$ cat src/hdl/wdtc_pkg.sv
// constants for the watchdog block: register map, fields, resets, timing
// assumes a 200 MHz core clock and an AXI4-Lite master with 32-bit data
// Function
// - counter runs from a 1 MHz oscillator
// - restart instruction clears the counter
// - disable or chip reset clears the counter
// - expiry while enabled raises a chip reset
// - fuse picks level one off, level two on
// - control bits 7 to 5 read zero
// - change enable self-clears after four cycles
// - enable bit one enables, zero disables
// - disable accepted only while change enable set
// - level two never disables the watchdog
// - select doubles time-out from 16K cycles
// - level one enables on plain write
// - level two enable always reads one
// - level two second write changes select only
// - select changes only inside open window
// - time-out reset pulse lasts one cycle
// - watchdog reset sets flag, zero write clears
package wdtc_pkg;

	// bus geometry
	localparam int          WDTC_ADDR_W          = 4;
	localparam int          WDTC_DATA_W          = 32;
	localparam logic [3:0]  WDTC_CTRL_OFS        = 4'h0;
	localparam logic [3:0]  WDTC_STAT_OFS        = 4'h4;
	localparam logic [1:0]  WDTC_RESP_OKAY       = 2'h0;
	localparam logic [1:0]  WDTC_RESP_SLVERR     = 2'h2;

	// control register fields
	localparam int          WDTC_CE_BIT          = 4;
	localparam int          WDTC_EN_BIT          = 3;
	localparam int          WDTC_SEL_LSB         = 0;
	localparam int          WDTC_SEL_W           = 3;
	localparam logic [2:0]  WDTC_SEL_RST         = 3'h0;

	// status register fields
	localparam int          WDTC_FLAG_BIT        = 3;

	// timing
	localparam int          WDTC_CLK_PERIOD_PS   = 5000;
	localparam int          WDTC_OSC_PERIOD_PS   = 1000000;
	localparam int          WDTC_TICK_CYC        = WDTC_OSC_PERIOD_PS / WDTC_CLK_PERIOD_PS;
	localparam int          WDTC_TICK_W          = 8;
	localparam logic [2:0]  WDTC_CE_WINDOW_CYC   = 3'h4;
	localparam int          WDTC_TIMEOUT_BASE    = 16384;
	localparam int          WDTC_CNT_W           = 22;

	// register selected by an address
	typedef enum logic [1:0] {
		WDTC_REG_CTRL,
		WDTC_REG_STAT,
		WDTC_REG_NONE
	} wdtc_reg_e;

endpackage

$ cat src/hdl/wdtc_osc_tick.sv
// stand-in for the watchdog oscillator: one-cycle tick at 1 MHz
// assumes the 200 MHz core clock and its clock enable
`timescale 1ns/10ps
module wdtc_osc_tick
	import wdtc_pkg::*;
(
	input  wire logic aclk,
	input  wire logic aresetn,
	input  wire logic clk_en,
	output logic      osc_tick
);

	typedef struct packed {
		logic [WDTC_TICK_W-1:0] div;
		logic                   tick;
	} wdtc_tick_s;

	wdtc_tick_s st_r;
	wdtc_tick_s st_nxt;

	// divide core clock down to the oscillator rate
	always_comb begin
		st_nxt      = st_r;
		st_nxt.tick = 1'b0;
		if (st_r.div == WDTC_TICK_W'(WDTC_TICK_CYC - 1)) begin
			st_nxt.div  = '0;
			st_nxt.tick = 1'b1;
		end else begin
			st_nxt.div = st_r.div + 8'h01;
		end
		if (!aresetn) begin
			st_nxt = '0;
		end
	end

	// state register
	always_ff @(posedge aclk) begin
		if (!aresetn || clk_en) begin
			st_r <= st_nxt;
		end
	end

	assign osc_tick = st_r.tick;

endmodule

$ cat src/hdl/wdtc_top.sv
// watchdog timer with timed configuration, behind an AXI4-Lite slave
// assumes synchronous inputs, one 200 MHz clock, static fuse level
`timescale 1ns/10ps
module wdtc_top
	import wdtc_pkg::*;
#(
	parameter int unsigned TIMEOUT_BASE = WDTC_TIMEOUT_BASE
)
(
	input  wire logic                     aclk,
	input  wire logic                     aresetn,
	input  wire logic                     clk_en,
	input  wire logic                     por_n,
	input  wire logic                     safety_level_fuse,
	input  wire logic                     restart_pulse,
	output logic                          chip_reset_pulse,
	output logic                          dog_enable,
	input  wire logic [WDTC_ADDR_W-1:0]   s_axi_awaddr,
	input  wire logic                     s_axi_awvalid,
	output logic                          s_axi_awready,
	input  wire logic [WDTC_DATA_W-1:0]   s_axi_wdata,
	input  wire logic [3:0]               s_axi_wstrb,
	input  wire logic                     s_axi_wvalid,
	output logic                          s_axi_wready,
	output logic [1:0]                    s_axi_bresp,
	output logic                          s_axi_bvalid,
	input  wire logic                     s_axi_bready,
	input  wire logic [WDTC_ADDR_W-1:0]   s_axi_araddr,
	input  wire logic                     s_axi_arvalid,
	output logic                          s_axi_arready,
	output logic [WDTC_DATA_W-1:0]        s_axi_rdata,
	output logic [1:0]                    s_axi_rresp,
	output logic                          s_axi_rvalid,
	input  wire logic                     s_axi_rready
);

	////////////////////////////////////////////////////////////////////////////
	// state

	typedef struct packed {
		logic                   en;
		logic [WDTC_SEL_W-1:0]  sel;
		logic                   ce;
		logic [2:0]             ce_cnt;
		logic [WDTC_CNT_W-1:0]  cnt;
		logic                   flag;
		logic                   rst_pulse;
		logic                   bvalid;
		logic [1:0]             bresp;
		logic                   rvalid;
		logic [WDTC_DATA_W-1:0] rdata;
		logic [1:0]             rresp;
	} wdtc_core_s;

	wdtc_core_s             st_r;
	wdtc_core_s             st_nxt;
	logic                   osc_tick;
	logic                   wr_fire;
	logic                   rd_fire;
	logic [WDTC_CNT_W-1:0]  limit;
	wdtc_reg_e              wr_reg;
	wdtc_reg_e              rd_reg;

	// address decode shared by both channels
	function automatic wdtc_reg_e reg_decode(input logic [WDTC_ADDR_W-1:0] addr);
		wdtc_reg_e r;
		r = WDTC_REG_NONE;
		if (addr == WDTC_CTRL_OFS) begin
			r = WDTC_REG_CTRL;
		end else if (addr == WDTC_STAT_OFS) begin
			r = WDTC_REG_STAT;
		end
		return r;
	endfunction

	////////////////////////////////////////////////////////////////////////////
	// oscillator tick

	// 1 MHz tick for the watchdog counter
	wdtc_osc_tick u_tick (
		.aclk     (aclk),
		.aresetn  (aresetn),
		.clk_en   (clk_en),
		.osc_tick (osc_tick)
	);

	////////////////////////////////////////////////////////////////////////////
	// handshakes

	// write taken only with address and data together
	assign wr_fire       = s_axi_awvalid && s_axi_wvalid && !st_r.bvalid;
	assign rd_fire       = s_axi_arvalid && !st_r.rvalid;
	assign s_axi_awready = wr_fire;
	assign s_axi_wready  = wr_fire;
	assign s_axi_arready = !st_r.rvalid;
	assign wr_reg        = reg_decode(s_axi_awaddr);
	assign rd_reg        = reg_decode(s_axi_araddr);

	// time-out length in oscillator cycles
	assign limit = WDTC_CNT_W'(TIMEOUT_BASE) << st_r.sel;

	////////////////////////////////////////////////////////////////////////////
	// next state

	always_comb begin
		st_nxt           = st_r;
		st_nxt.rst_pulse = 1'b0;

		// answers leave when taken
		if (st_r.bvalid && s_axi_bready) begin
			st_nxt.bvalid = 1'b0;
		end
		if (st_r.rvalid && s_axi_rready) begin
			st_nxt.rvalid = 1'b0;
		end

		// change window counts down and closes itself
		if (st_r.ce) begin
			st_nxt.ce_cnt = st_r.ce_cnt - 3'h1;
			if (st_r.ce_cnt == 3'h1) begin
				st_nxt.ce = 1'b0;
			end
		end

		// register writes
		if (wr_fire) begin
			st_nxt.bvalid = 1'b1;
			st_nxt.bresp  = WDTC_RESP_OKAY;
			if (wr_reg == WDTC_REG_CTRL) begin
				if (s_axi_wstrb[0]) begin
					if (st_r.ce) begin
						// window open: enable and select take the written values
						st_nxt.en  = s_axi_wdata[WDTC_EN_BIT];
						st_nxt.sel = s_axi_wdata[WDTC_SEL_LSB +: WDTC_SEL_W];
						st_nxt.ce  = 1'b0;
					end else if (s_axi_wdata[WDTC_EN_BIT]) begin
						// window closed: only a set of enable lands
						st_nxt.en = 1'b1;
					end
					if (s_axi_wdata[WDTC_CE_BIT]) begin
						st_nxt.ce     = 1'b1;
						st_nxt.ce_cnt = WDTC_CE_WINDOW_CYC;
					end
				end
			end else if (wr_reg == WDTC_REG_STAT) begin
				if (s_axi_wstrb[0] && !s_axi_wdata[WDTC_FLAG_BIT]) begin
					st_nxt.flag = 1'b0;
				end
			end else begin
				st_nxt.bresp = WDTC_RESP_SLVERR;
			end
		end

		// level two keeps the dog running whatever was written
		if (safety_level_fuse) begin
			st_nxt.en = 1'b1;
		end

		// watchdog counter
		if (restart_pulse || !st_nxt.en || st_r.rst_pulse) begin
			st_nxt.cnt = '0;
		end else if (osc_tick && st_r.en) begin
			if (st_r.cnt == limit - 22'h000001) begin
				st_nxt.cnt       = '0;
				st_nxt.rst_pulse = 1'b1;
			end else begin
				st_nxt.cnt = st_r.cnt + 22'h000001;
			end
		end

		// set of the reset flag wins over a clear
		if (st_nxt.rst_pulse) begin
			st_nxt.flag = 1'b1;
		end

		// register reads
		if (rd_fire) begin
			st_nxt.rvalid = 1'b1;
			st_nxt.rresp  = WDTC_RESP_OKAY;
			st_nxt.rdata  = '0;
			if (rd_reg == WDTC_REG_CTRL) begin
				st_nxt.rdata[WDTC_CE_BIT]                     = st_r.ce;
				st_nxt.rdata[WDTC_EN_BIT]                     = st_r.en;
				st_nxt.rdata[WDTC_SEL_LSB +: WDTC_SEL_W]      = st_r.sel;
			end else if (rd_reg == WDTC_REG_STAT) begin
				st_nxt.rdata[WDTC_FLAG_BIT] = st_r.flag;
			end else begin
				st_nxt.rresp = WDTC_RESP_SLVERR;
			end
		end

		// chip reset: fuse picks the initial enable, flag survives
		if (!aresetn) begin
			st_nxt      = '0;
			st_nxt.sel  = WDTC_SEL_RST;
			st_nxt.en   = safety_level_fuse;
			st_nxt.flag = st_r.flag;
		end
		if (!por_n) begin
			st_nxt.flag = 1'b0;
		end
	end

	// state register, frozen while the clock enable is low unless aresetn or por_n is low
	always_ff @(posedge aclk) begin
		if (!aresetn || !por_n || clk_en) begin
			st_r <= st_nxt;
		end
	end

	////////////////////////////////////////////////////////////////////////////
	// outputs

	assign chip_reset_pulse = st_r.rst_pulse;
	assign dog_enable       = st_r.en;
	assign s_axi_bvalid     = st_r.bvalid;
	assign s_axi_bresp      = st_r.bresp;
	assign s_axi_rvalid     = st_r.rvalid;
	assign s_axi_rdata      = st_r.rdata;
	assign s_axi_rresp      = st_r.rresp;

	// a control write in the cycle it is taken
	logic ctrl_wr;
	assign ctrl_wr = wr_fire && clk_en && (wr_reg == WDTC_REG_CTRL) && s_axi_wstrb[0];
endmodule

$ cat config.mk
export PLATFORM = sky130hd
export DESIGN_NAME = wdtc_top
export DESIGN_NICKNAME = d
export VERILOG_FILES = /design/src/hdl/wdtc_pkg.sv /design/src/hdl/wdtc_osc_tick.sv /design/src/hdl/wdtc_top.sv
export SDC_FILE = /design/constraint.sdc
export NUM_CORES = 1
export LEC_CHECK = 0
export ABC_AREA = 1
export ABC_CLOCK_PERIOD_IN_PS = 2100
export BUFFER_PORTS_ARGS = -buffer_cell sky130_fd_sc_hd__buf_2
export CAP_MARGIN = 20
export CORE_MARGIN = 4
export CORE_UTILIZATION = 47
export CTS_CLUSTER_DIAMETER = 150
export DETAILED_ROUTE_END_ITERATION = 7
export GPL_ROUTABILITY_DRIVEN = 0
export PLACE_DENSITY_LB_ADDON = 0.1
export SKIP_LAST_GASP = 1
export SLEW_MARGIN = 20
export SYNTH_ARGS = -nofsm -noshare
export SYNTH_HDL_FRONTEND = slang
export SYNTH_SLANG_ARGS = --single-unit
$ cat constraint.sdc
create_clock -name aclk -period 2.1 [get_ports aclk]
set_clock_uncertainty 0.1 [all_clocks]
set_input_delay 0 -clock aclk [delete_from_list [all_inputs] [get_ports aclk]]
set_output_delay 0 -clock aclk [all_outputs]
set_load 0.03 [all_outputs]
# After elaboration in Yosys (flattened, before gate mapping)
# Cells that the tools add are included.
dict set report word_totals {
  regBits 52
  latch_bits 0
  ram_bits 0
  mem_bits_ro 0
  input_bits 55
  output_inout_bits 43
  mem_count 0
}
dict set report op_classes {
  n_addsub 4
  mul 0
  div_mod_pow 0
  n_lt_le_gt_ge 0
  eq_ne 20
  n_shift 1
  n_mux 39
  bitwise_logic 1
  reduce_logical 31
}
# operator n
set ops {}
lappend ops {{$mux W70} 1}
lappend ops {{$mux W22} 3}
lappend ops {{$mux W35} 1}
lappend ops {{$mux W8} 3}
lappend ops {{$add A22 B1 Y22 const B} 1}
lappend ops {{$eq A22 B22 Y1} 1}
lappend ops {{$shl A15 B3 Y22 const A} 1}
lappend ops {{$sub A22 B1 Y22 const B} 1}
lappend ops {{$mux W1} 18}
lappend ops {{$ne A3 B1 Y1 const B} 6}
lappend ops {{$mux W2} 8}
lappend ops {{$mux W4} 3}
lappend ops {{$ne A2 B1 Y1 const B} 5}
lappend ops {{$reduce_and A2 Y1} 5}
lappend ops {{$add A8 B1 Y8 const B} 1}
lappend ops {{$eq A4 B3 Y1 const B} 2}
lappend ops {{$eq A8 B8 Y1 const B} 1}
lappend ops {{$logic_not A4 Y1} 2}
lappend ops {{$logic_and A1 B1 Y1} 7}
lappend ops {{$logic_not A1 Y1} 6}
lappend ops {{$mux W3} 2}
lappend ops {{$reduce_and A6 Y1} 1}
lappend ops {{$logic_or A1 B1 Y1} 5}
lappend ops {{$reduce_and A5 Y1} 1}
lappend ops {{other kinds (8)} 11}

# Longest topological paths before layout
# Gate-level depths: netlist of run 1.
dict set report depth {
  word_depth 15
  depth_mapped 16
  mapped_depth_nobuf 15
}

# By module
# From an unflattened synthesis of run 1, not the netlist that was laid out.
dict set report hier_totals {
  hier_cells 403
  hier_area_um2 3470.8
}
# mod instances cells_each area_per_inst_um2
set by_module_without_submodules {}
lappend by_module_without_submodules {wdtc_top 1 337 2911.5}
lappend by_module_without_submodules {wdtc_osc_tick 1 66 559.3}

# Worst setup path after synthesis of run 1
# No wires, ideal clock.
dict set report synth_timing {
  path_type {register -> register}
  start {register st_r (netlist bit s_axi_bvalid)}
  end {register st_r[40] (netlist bit) (enable)}
  arrival_ns 1.932
  t_required_ns 1.653
  setup_slack_ns -0.279
  stages_incl_launch_ff 9
  period_less_slack_ns 2.379
  cell_sequence {edfxtp_1 nor2_4 inv_1 o21bai_1 nand2_1 a21oi_4 nand2_2 o21ai_0 inv_1}
}
dict set report synth_between {
  elab_chain_cells 9
}
# element line_no
set synth_lines {}
lappend synth_lines {{from (decl)} wdtc_top.sv:55} ;# wdtc_core_s st_r;
lappend synth_lines {{from (signal assigned)} wdtc_top.sv:207} ;# st_r <= st_nxt;
lappend synth_lines {{$logic_not A1 Y1} wdtc_top.sv:91} ;# assign wr_fire = s_axi_awvalid && s_axi_wvalid && !st_r.bvalid;
lappend synth_lines {{$logic_and A1 B1 Y1} wdtc_top.sv:91}
lappend synth_lines {{named net s_axi_awready} wdtc_top.sv:20} ;# output logic s_axi_awready,
lappend synth_lines {{$mux W8} wdtc_top.sv:126} ;# if (wr_fire) begin
lappend synth_lines {{$mux W1} wdtc_top.sv:155} ;# if (safety_level_fuse) begin
lappend synth_lines {{$logic_not A1 Y1} wdtc_top.sv:160} ;# if (restart_pulse || !st_nxt.en || st_r.rst_pulse) begin
lappend synth_lines {{$logic_or A1 B1 Y1 (2 in a row)} wdtc_top.sv:160}
lappend synth_lines {{$ne A3 B1 Y1 (no source line)} --}
lappend synth_lines {{$reduce_and A2 Y1 (no source line)} --}
# The timed path passes the listed nets, and every way through them passes these cells. The select of a mux whose other input is x is not followed.
# A chain may end at the register's enable or synchronous reset.

# Final worst setup path of run 1
dict set report layout_timing {
  start {register st_r[66] (netlist bit)}
  end {register st_r[55] (netlist bit) (data pin)}
}
dict set report layout_between {
  elab_chain_cells 5
}
# element line_no
set layout_lines {}
lappend layout_lines {{$shl A15 B3 Y22} wdtc_top.sv:100} ;# assign limit = WDTC_CNT_W'(TIMEOUT_BASE) << st_r.sel;
lappend layout_lines {{$sub A22 B1 Y22} wdtc_top.sv:163} ;# if (st_r.cnt == limit - 22'h000001) begin
lappend layout_lines {{$eq A22 B22 Y1} wdtc_top.sv:163}
lappend layout_lines {{$mux W22} wdtc_top.sv:163}
lappend layout_lines {{$mux W22} wdtc_top.sv:162} ;# end else if (osc_tick && st_r.en) begin
# No other way between the ends. The select of a mux whose other input is x is not followed.

==> results of run 1 <==
==> cell usage in the layout, fill, tap and decap left out, types with 2 or more instances in the layout <==
cell type / instances
nor2_1: 52
bufinv_16: 2
buf_2: 38
nand3_2: 5
o21ai_0: 6
nor3_2: 2
nor2_4: 2
o211ai_1: 2
inv_2: 5
xnor2_1: 5
clkbuf_8: 5
ha_1: 4
buf_4: 19
or2_2: 2
nand4_1: 7
dlygate4sd3_1: 13
xor2_1: 17
nand3_1: 19
clkinv_1: 2
nor3_1: 13
o22ai_1: 3
conb_1: 29
nand2_1: 48
nand2_2: 3
a211oi_1: 2
edfxtp_1: 50
a21oi_1: 12
inv_1: 40
==> cell families (layout without fill, tap and decap cells) <==
logic type / after synthesis / in the layout / share of synthesized area
flip-flops: 50 / 50 / 0.473
buffers and inverters: 86 / 126 / 0.149
AO/OA/AOI/OAI: 32 / 32 / 0.0611
multiplexers: 1 / 1 / 0.00316
other: 1 / 29 / 0.00118
AND/OR/NAND/NOR: 158 / 158 / 0.232
XOR/XNOR: 22 / 22 / 0.0607
adder cells (fa/ha/maj): 5 / 5 / 0.0197
==> synthesized netlist by cell type (2+ instances only) <==
cell and instances:
nor3_1 14, nand3_1 21, xnor2_1 5, ha_1 5, a211oi_1 2, nand2_1 48
or2_2 2, nand3_2 3, inv_1 45, a21oi_1 13, o211ai_1 2, buf_4 38
edfxtp_1 50, o22ai_1 3, nor2_1 53, xor2_1 17, nor2_4 2, nand2_2 3
o21ai_0 7, nand4_1 7
==> per-layer routing <==
| layer | vias up | global-route usage |
|---|---|---|
| met3 | 8 | 0.0434 |
| met1 | 1111 | 0.190 |
| li1 | 1245 | - |
| met2 | 71 | 0.285 |
| met4 | 0 | 0.0497 |
| met5 | - | 0 |
==> metrics by stage <==
step	area [sq um]	util	std cells	setup WS (ns)	power (mW)
6_report	3730	0.578	500	-0.0666	2.53
5_1_grt	3730	0.578	500	-0.250	2.64
4_1_cts	3730	0.577	500	-0.0520	2.54
3_5_place_dp	3440	0.532	476	-0.0902	1.72
3_3_place_gp	3440	0.532	476	-0.0426	1.72
2_1_floorplan	3310	-	383	-0.00501	1.65
==> layout make-up <==
cell class                      instances  area share
Clock inverter                          3      0.0171
Timing Repair Buffer                   71       0.129
Sequential cell                        50       0.402
Tap cell                               77      0.0258
Multi-Input combinational cell        247       0.359
Clock buffer                            5      0.0184
Inverter                               47      0.0479
==> critical path: cells and delay by family, from the launching register on <==
kind | cells | cell delay (ns)
buf+inv | 4 | 0.33
fa+ha+maj | 1 | 0.19
flops | 1 | 0.45
simple gates | 11 | 0.86
==> path summary, 6_finish.rpt <==
path / cells past startpoint / end
min reg2reg: 2 / s_axi_rdata[3]
min: 3 / st_r[39]
max: 16 / st_r[55]
max reg2reg: 16 / st_r[55]
==> repair_timing <==
action	4_1_cts	5_1_grt
hold buffers	13	0
gates resized for setup	2	1
setup endpoints to repair	17	19
buffers inserted	3	0
pin swaps	2	0
hold endpoints to repair	14	0
==> power groups by stage <==
stage	registers, mW	clock network, mW	logic, mW
6_report	1.27	0.802	0.456
5_1_grt	1.29	0.856	0.501
4_1_cts	1.27	0.816	0.455
3_5_place_dp	1.29	0	0.432
3_3_place_gp	1.29	0	0.425
2_1_floorplan	1.29	0	0.362
==> impl_metrics.ini, run 1 <==
[outcome]
status = finished with violations
violations = negative setup slack

[grt]
antenna_found_initial = 0
grt_usage = 0.161
globalRoute.totalOverflow = 0
grt_pass1_vias = 2369
grt_pass1_wl_microns = 10700
grt_max_degree = 23

[layout]
area_growth_pct = 17.7
largest_reg_flops = 30
drive_gt1_frac = 0.217
seqCellArea_sq_um = 1500
largest-register = st_r
multi_input_area_sq_um = 1340
nets = 482
num_antenna_cells = 0
fillers = 594

[critical_path]
crit_fanout = 16
cp-startpoint = st_r[66]
critPathMaxStageDelay_ns = 0.45
reg2reg_from = st_r[66]
critPathArrivalTime_ns = 2.13
worstPathCellList = inv_2 -> nand3_2 -> ha_4 -> inv_2 -> nand2_1 -> nand2_1 -> inv_1 -> nand2_1 -> nand2_1 -> nor2_1 -> nand3_1 -> nor2_2 -> nand2_1 -> nand3_2 -> buf_12 -> nor2_1
path_class = reg -> reg
rrSetupSlack_ns = -0.07
start_kind = flip-flop
cp-end-kind = flip-flop
worst_path_most_repeated_cell = nand2_1
cp.required_ns = 2.07
crit_slowest_cell = edfxtp_1

[synth]
synth_area_leaders = edfxtp_1 (47%), buf_4 (9.0%), nor2_1 (6.3%), nand2_1 (5.7%), inv_1 (5.3%)
yosysSeqAreaShare = 0.473
avgSynthCellArea_sq_um = 8.93
synth_edf_count = 50
yosys_warnings = 0
ys_ff_latch = 50
synthDistinctLibCells = 35
async_flop_share = 0
ys.flop_type = edfxtp_1
synth_top_cell_area_share = 0.473
netlist_instances = 355
netlist_area_sq_um = 3170
synth_top_area_cell = edfxtp_1

[detailed_routing]
first_pass_iters = 4
ant_nets = 0
wl_microns = 6410
wl_met1_microns = 2830
viasPerCell = 4.87
drt_iter0_markers = 143
avgRoutedWirePerCell_microns = 12.8
met2_length_microns = 3120
dr_wl_met3_microns = 388
top_layer_used = met4
vias = 2435
drc = 0

[timing]
whs_ns = 0.0136
drv_slew = 0
finalSetupTns_ns = -0.847
fmax_mhz = 462
finalSetupViolations = 17
worst_slack_ns = -0.0666
finalHoldViolations = 0
min_period_ns = 2.17
min_period_over_period = 1.03
rsz0062_at_grt = yes

[floorplanning]
initial_core_util = 0.491
dieArea_sq_um = 8130
core-area_sq_um = 6460
die_w_microns = 90.2
ios = 98
die_h_microns = 90.2
row_count = 29

[place]
dp_hpwl_microns = 4730
port_buffers = 38

[pwr]
worst_ir_drop_vdd_v = 0.000297
clock_power_share = 0.317
switchingPower_mw = 0.706
p_leak_nw = 1.62
power_density_nw_per_um2 = 678
power_switching_share = 0.279
seqPwrFrac = 0.503
internal_power_mw = 1.82
combPwrFrac = 0.180

[cts]
cts_root_buf = clkbuf_8
cts_tree = built
numCtsBuffers = 5
clock_latency_ns = 0.31
cts.path.max_buffers = 2
path_clk_slew_ns = 0.10
cts.sinks = 50
htreeDepth = 2

[hold_path]
min_path_type = in -> reg
hold_path_startpoint = por_n

[run]
maxCapViolations = 0
No activity file was read; power rests on OpenSTA's default activity.
==> inputs of run 2 (changes only) <==
--- a/config.mk
+++ b/config.mk
@@ -14,6 +14,7 @@
 export CTS_CLUSTER_DIAMETER = 150
 export DETAILED_ROUTE_END_ITERATION = 7
 export GPL_ROUTABILITY_DRIVEN = 0
+export HOLD_SLACK_MARGIN = 0.08
 export PLACE_DENSITY_LB_ADDON = 0.1
 export SKIP_LAST_GASP = 1
 export SLEW_MARGIN = 20
==> impl_metrics.ini, run 2 (same netlist as run 1, synthesis figures left out) <==
[cts]
cts.path.max_buffers = 2
cts_root_buf = clkbuf_8
numCtsBuffers = 5
path_clk_slew_ns = 0.10
clock_latency_ns = 0.31
htreeDepth = 2
cts_tree = built
cts.sinks = 50

[critical_path]
worst_path_most_repeated_cell = nand3_2
crit_fanout = 16
rrSetupSlack_ns = -0.08
cp-end-kind = flip-flop
crit_path_end = st_r[61]
cp-startpoint = st_r[66]
cp.required_ns = 2.07
worst_r2r_path_depth = 11
path_class = reg -> reg
critPathArrivalTime_ns = 2.15
worstReg2RegEnd = st_r[61]
worstPathCellList = inv_2 -> nand3_2 -> ha_4 -> nand2_2 -> o21ai_0 -> o21ai_1 -> xor2_1 -> nand2_1 -> nand3_2 -> buf_12 -> nor2_1
reg2reg_from = st_r[66]
start_kind = flip-flop
crit_slowest_cell = edfxtp_1
critPathMaxStageDelay_ns = 0.47

[timing]
finalSetupViolations = 17
fmax_mhz = 459
min_period_ns = 2.18
whs_ns = 0.0784
finalHoldViolations = 0
worst_slack_ns = -0.0773
min_period_over_period = 1.04
rsz0062_at_grt = yes
drv_slew = 0

[layout]
largest_reg_flops = 30
finish.utilization = 0.600
largest-register = st_r
final_common_cell = nor2_1
area_growth_pct = 22.1
nets = 496
final_cell_mix = nor2_1 (52), edfxtp_1 (50), nand2_1 (48)
num_antenna_cells = 0
drive_gt1_frac = 0.213

[grt]
grt_pass1_wl_microns = 11300
grt_max_degree = 23
grt_pass1_vias = 2460
globalRoute.totalOverflow = 0
grt_usage = 0.168
antenna_found_initial = 0

[pwr]
worst_ir_drop_vdd_v = 0.000297
p_leak_nw = 1.66
power_density_nw_per_um2 = 659

[floorplanning]
initial_core_util = 0.491
row_count = 29
core-area_sq_um = 6460
ios = 98
dieArea_sq_um = 8130
die_w_microns = 90.2
die_h_microns = 90.2

[detailed_routing]
vias = 2485
avgRoutedWirePerCell_microns = 13.0
first_pass_iters = 4
ant_nets = 0
viasPerCell = 4.83
drc = 0
drt_iter0_markers = 170
wl_microns = 6690

[run]
maxCapViolations = 0

[outcome]
status = finished with violations
violations = negative setup slack

[hold_path]
min_path_type = in -> reg

[place]
port_buffers = 38
dp_hpwl_microns = 4730
[run 2: report_power, final]
part | internal (mW) | switching (mW)
registers | 1.20 | 0.0742
clock network | 0.472 | 0.333
logic | 0.168 | 0.306
[run 2: worst min-delay path by stage]
stage	to	cells after the start	startpoint	slack (ns)
2_1_floorplan	s_axi_awready	2	s_axi_wvalid	0.06
3_3_place_gp	st_r[66]	3	s_axi_wdata[0]	0.23
3_5_place_dp	st_r[66]	3	s_axi_wdata[0]	0.23
4_1_cts	st_r[65]	5	s_axi_awaddr[0]	0.08
5_1_grt	u_tick.st_r[3]	2	clk_en	0.12
6_report	u_tick.st_r[7]	2	clk_en	0.08
[run 2: layout make-up]
type / instances / area (sq um)
fill: 579 / 2590
sequential: 50 / 1500
multi-input combinational: 247 / 1340
timing repair buffer: 85 / 623
inverter: 47 / 179
tap: 77 / 96.3
clock buffer: 5 / 68.8
clock inverter: 3 / 63.8
[run 2: worst max-delay path, delay by kind of cell (launching register included)]
kind,cells,cell delay (ns)
fa+ha+maj,1,0.19
flops,1,0.47
simple gates,5,0.42
xor+xnor,1,0.28
compound gates,2,0.23
buf+inv,2,0.25
[run 2: through the flow]
step	area, sq um	total power, mW	setup slack (ns)	instances	setup TNS (ns)
2_1_floorplan	3310	1.65	-0.00501	383	-0.0367
3_3_place_gp	3440	1.72	-0.0426	476	-0.509
3_5_place_dp	3440	1.72	-0.0902	476	-1.30
4_1_cts	3870	2.56	-0.0519	514	-0.578
5_1_grt	3870	2.66	-0.254	514	-4.38
6_report	3870	2.55	-0.0773	514	-1.16
[run 2: layer usage]
layer,global-route usage,share of wire,vias to the layer above,wire length (microns)
li1,-,-,1272,-
met1,0.196,0.43,1141,2900
met2,0.306,0.50,66,3330
met3,0.0426,0.059,6,394
met4,0.0459,0.0099,0,66
met5,0,0,-,0
[run 2: timing repair]
action	CTS	global route
pin swaps	2	0
hold endpoints to repair	19	0
buffers inserted	3	0
resized for setup	2	2
setup endpoints to repair	17	20
hold buffers	27	0
==> inputs of run 3 (changes only) <==
--- a/config.mk
+++ b/config.mk
@@ -6,16 +6,17 @@
 export NUM_CORES = 1
 export LEC_CHECK = 0
 export ABC_AREA = 1
-export ABC_CLOCK_PERIOD_IN_PS = 2100
+export ABC_CLOCK_PERIOD_IN_PS = 2600
 export BUFFER_PORTS_ARGS = -buffer_cell sky130_fd_sc_hd__buf_2
 export CAP_MARGIN = 20
 export CORE_MARGIN = 4
-export CORE_UTILIZATION = 47
+export CORE_UTILIZATION = 55
 export CTS_CLUSTER_DIAMETER = 150
 export DETAILED_ROUTE_END_ITERATION = 7
 export GPL_ROUTABILITY_DRIVEN = 0
 export HOLD_SLACK_MARGIN = 0.08
 export PLACE_DENSITY_LB_ADDON = 0.1
+export REMOVE_ABC_BUFFERS = 1
 export SKIP_LAST_GASP = 1
 export SLEW_MARGIN = 20
 export SYNTH_ARGS = -nofsm -noshare
==> constraint.sdc (replaced) <==
create_clock -name aclk -period 2.6 [get_ports aclk]
set_clock_uncertainty 0.1 [all_clocks]
set_input_delay 0 -clock aclk [delete_from_list [all_inputs] [get_ports aclk]]
set_output_delay 0 -clock aclk [all_outputs]
set_load 0.03 [all_outputs]
==> impl_metrics.ini, run 3 (same netlist as run 1, synthesis figures left out) <==
[cts]
cts.sinks = 50
cts.path.max_buffers = 2
post_cts_buffers = 0
cts_root_buf = clkbuf_8
path_clk_slew_ns = 0.09
clock_latency_ns = 0.31
numCtsBuffers = 5
cts_tree = built
htreeDepth = 2

[critical_path]
crit_fanout = 8
start_kind = flip-flop
cp-end-kind = flip-flop
path_class = reg -> reg
cp.required_ns = 2.52
critPathArrivalTime_ns = 2.36

[floorplanning]
die_w_microns = 83.9
initial_core_util = 0.572
core-area_sq_um = 5540
row_count = 27
ios = 98
dieArea_sq_um = 7050
die_h_microns = 83.9

[grt]
grt_usage = 0.178
globalRoute.totalOverflow = 0
grt_max_degree = 23
grt_pass1_vias = 2299
antenna_found_initial = 0
grt_pass1_wl_microns = 10300

[place]
dp_hpwl_microns = 4350
port_buffers = 38

[detailed_routing]
avgRoutedWirePerCell_microns = 12.5
drc = 0
ant_nets = 0
wl_microns = 6170
drt_iter0_markers = 160
met2_length_microns = 3030
vias = 2413
viasPerCell = 4.90
top_layer_used = met4
dr_wl_met3_microns = 253
wl_met1_microns = 2810
first_pass_iters = 5

[hold_path]
min_path_type = in -> reg

[layout]
final_cell_mix = nor2_1 (52), edfxtp_1 (50), nand2_1 (47)
largest_reg_flops = 30
area_growth_pct = 15.1
largest-register = st_r
num_antenna_cells = 0
drive_gt1_frac = 0.162
final_common_cell = nor2_1
fillers = 458
nets = 479
finish.utilization = 0.659

[pwr]
p_leak_nw = 1.56
total_power_mw = 1.82
worst_ir_drop_vdd_v = 0.000316
power_density_nw_per_um2 = 498

[timing]
rsz0062_at_grt = no
finalSetupTns_ns = 0
drv_slew = 0
min_period_ns = 2.43
finalHoldViolations = 0
finalSetupViolations = 0
min_period_over_period = 0.937
fmax_mhz = 411

[run]
maxCapViolations = 0

[outcome]
status = finished clean
-- run 3: routing by layer --
| metal | vias up | global-route usage |
|---|---|---|
| li1 | 1243 | - |
| met2 | 56 | 0.298 |
| met3 | 7 | 0.0365 |
| met4 | 0 | 0.0585 |
| met1 | 1107 | 0.230 |
| met5 | - | 0 |
-- run 3: final cells by class --
| type | count | area (sq um) | area share |
|---|---|---|---|
| flip-flops and latches | 50 | 1500 | 0.411 |
| multi-input cells | 248 | 1340 | 0.366 |
| repair buffers | 67 | 468 | 0.128 |
| inverters | 47 | 176 | 0.0483 |
| well taps | 72 | 90.1 | 0.0247 |
| clock buffers | 5 | 68.8 | 0.0188 |
| clock inverters | 3 | 11.3 | 0.00308 |
-- run 3: repair_timing --
item / in CTS / in global routing
gates resized for setup: 0 / 6
endpoints found under the hold margin: 19 / 0
setup endpoints to repair: 0 / 17
hold buffers: 24 / 0
-- run 3: per-stage QoR --
stage | hold WS, ns | setup WS [ns] | std cells | instance area (sq um)
after CTS | 0.101 | 0.0820 | 491 | 3620
final | 0.102 | 0.165 | 492 | 3650
after detailed placement | 0.231 | 0.0943 | 459 | 3300
after floorplan | 0.0789 | 0.0732 | 344 | 2980
after global routing | 0.119 | 0.00285 | 492 | 3650
after global placement | 0.229 | 0.180 | 459 | 3300
-- run 3: path summary, 6_finish.rpt --
check                                     start       end  slack [ns]  depth (start not counted)
worst min register to register         st_r[40]  st_r[40]        0.49                          1
worst max register to register         st_r[68]  st_r[39]        0.17                         12
worst max-delay path                   st_r[68]  st_r[39]        0.17                         12
worst min-delay path            s_axi_awaddr[2]  st_r[39]        0.10                          3
-- run 3: critical path: stages, from the launching register on --
cell and delay [ns]:
edfxtp_1 0.44, inv_2 0.15, nand3_1 0.12, ha_2 0.34
nor2_1 0.04, nor2_1 0.10, nand3_1 0.08, nor2_1 0.14
nand3_1 0.11, nor2_2 0.15, buf_4 0.13, nand4_1 0.08
a21oi_1 0.17
-- run 3: where the power goes --
part	total, mW	switching [mW]	internal [mW]	leakage [nW]
registers	1.03	0.0584	0.967	0.544
clock network	0.437	0.257	0.180	0.0407
logic	0.357	0.239	0.118	0.972
total	1.82	0.554	1.26	1.56
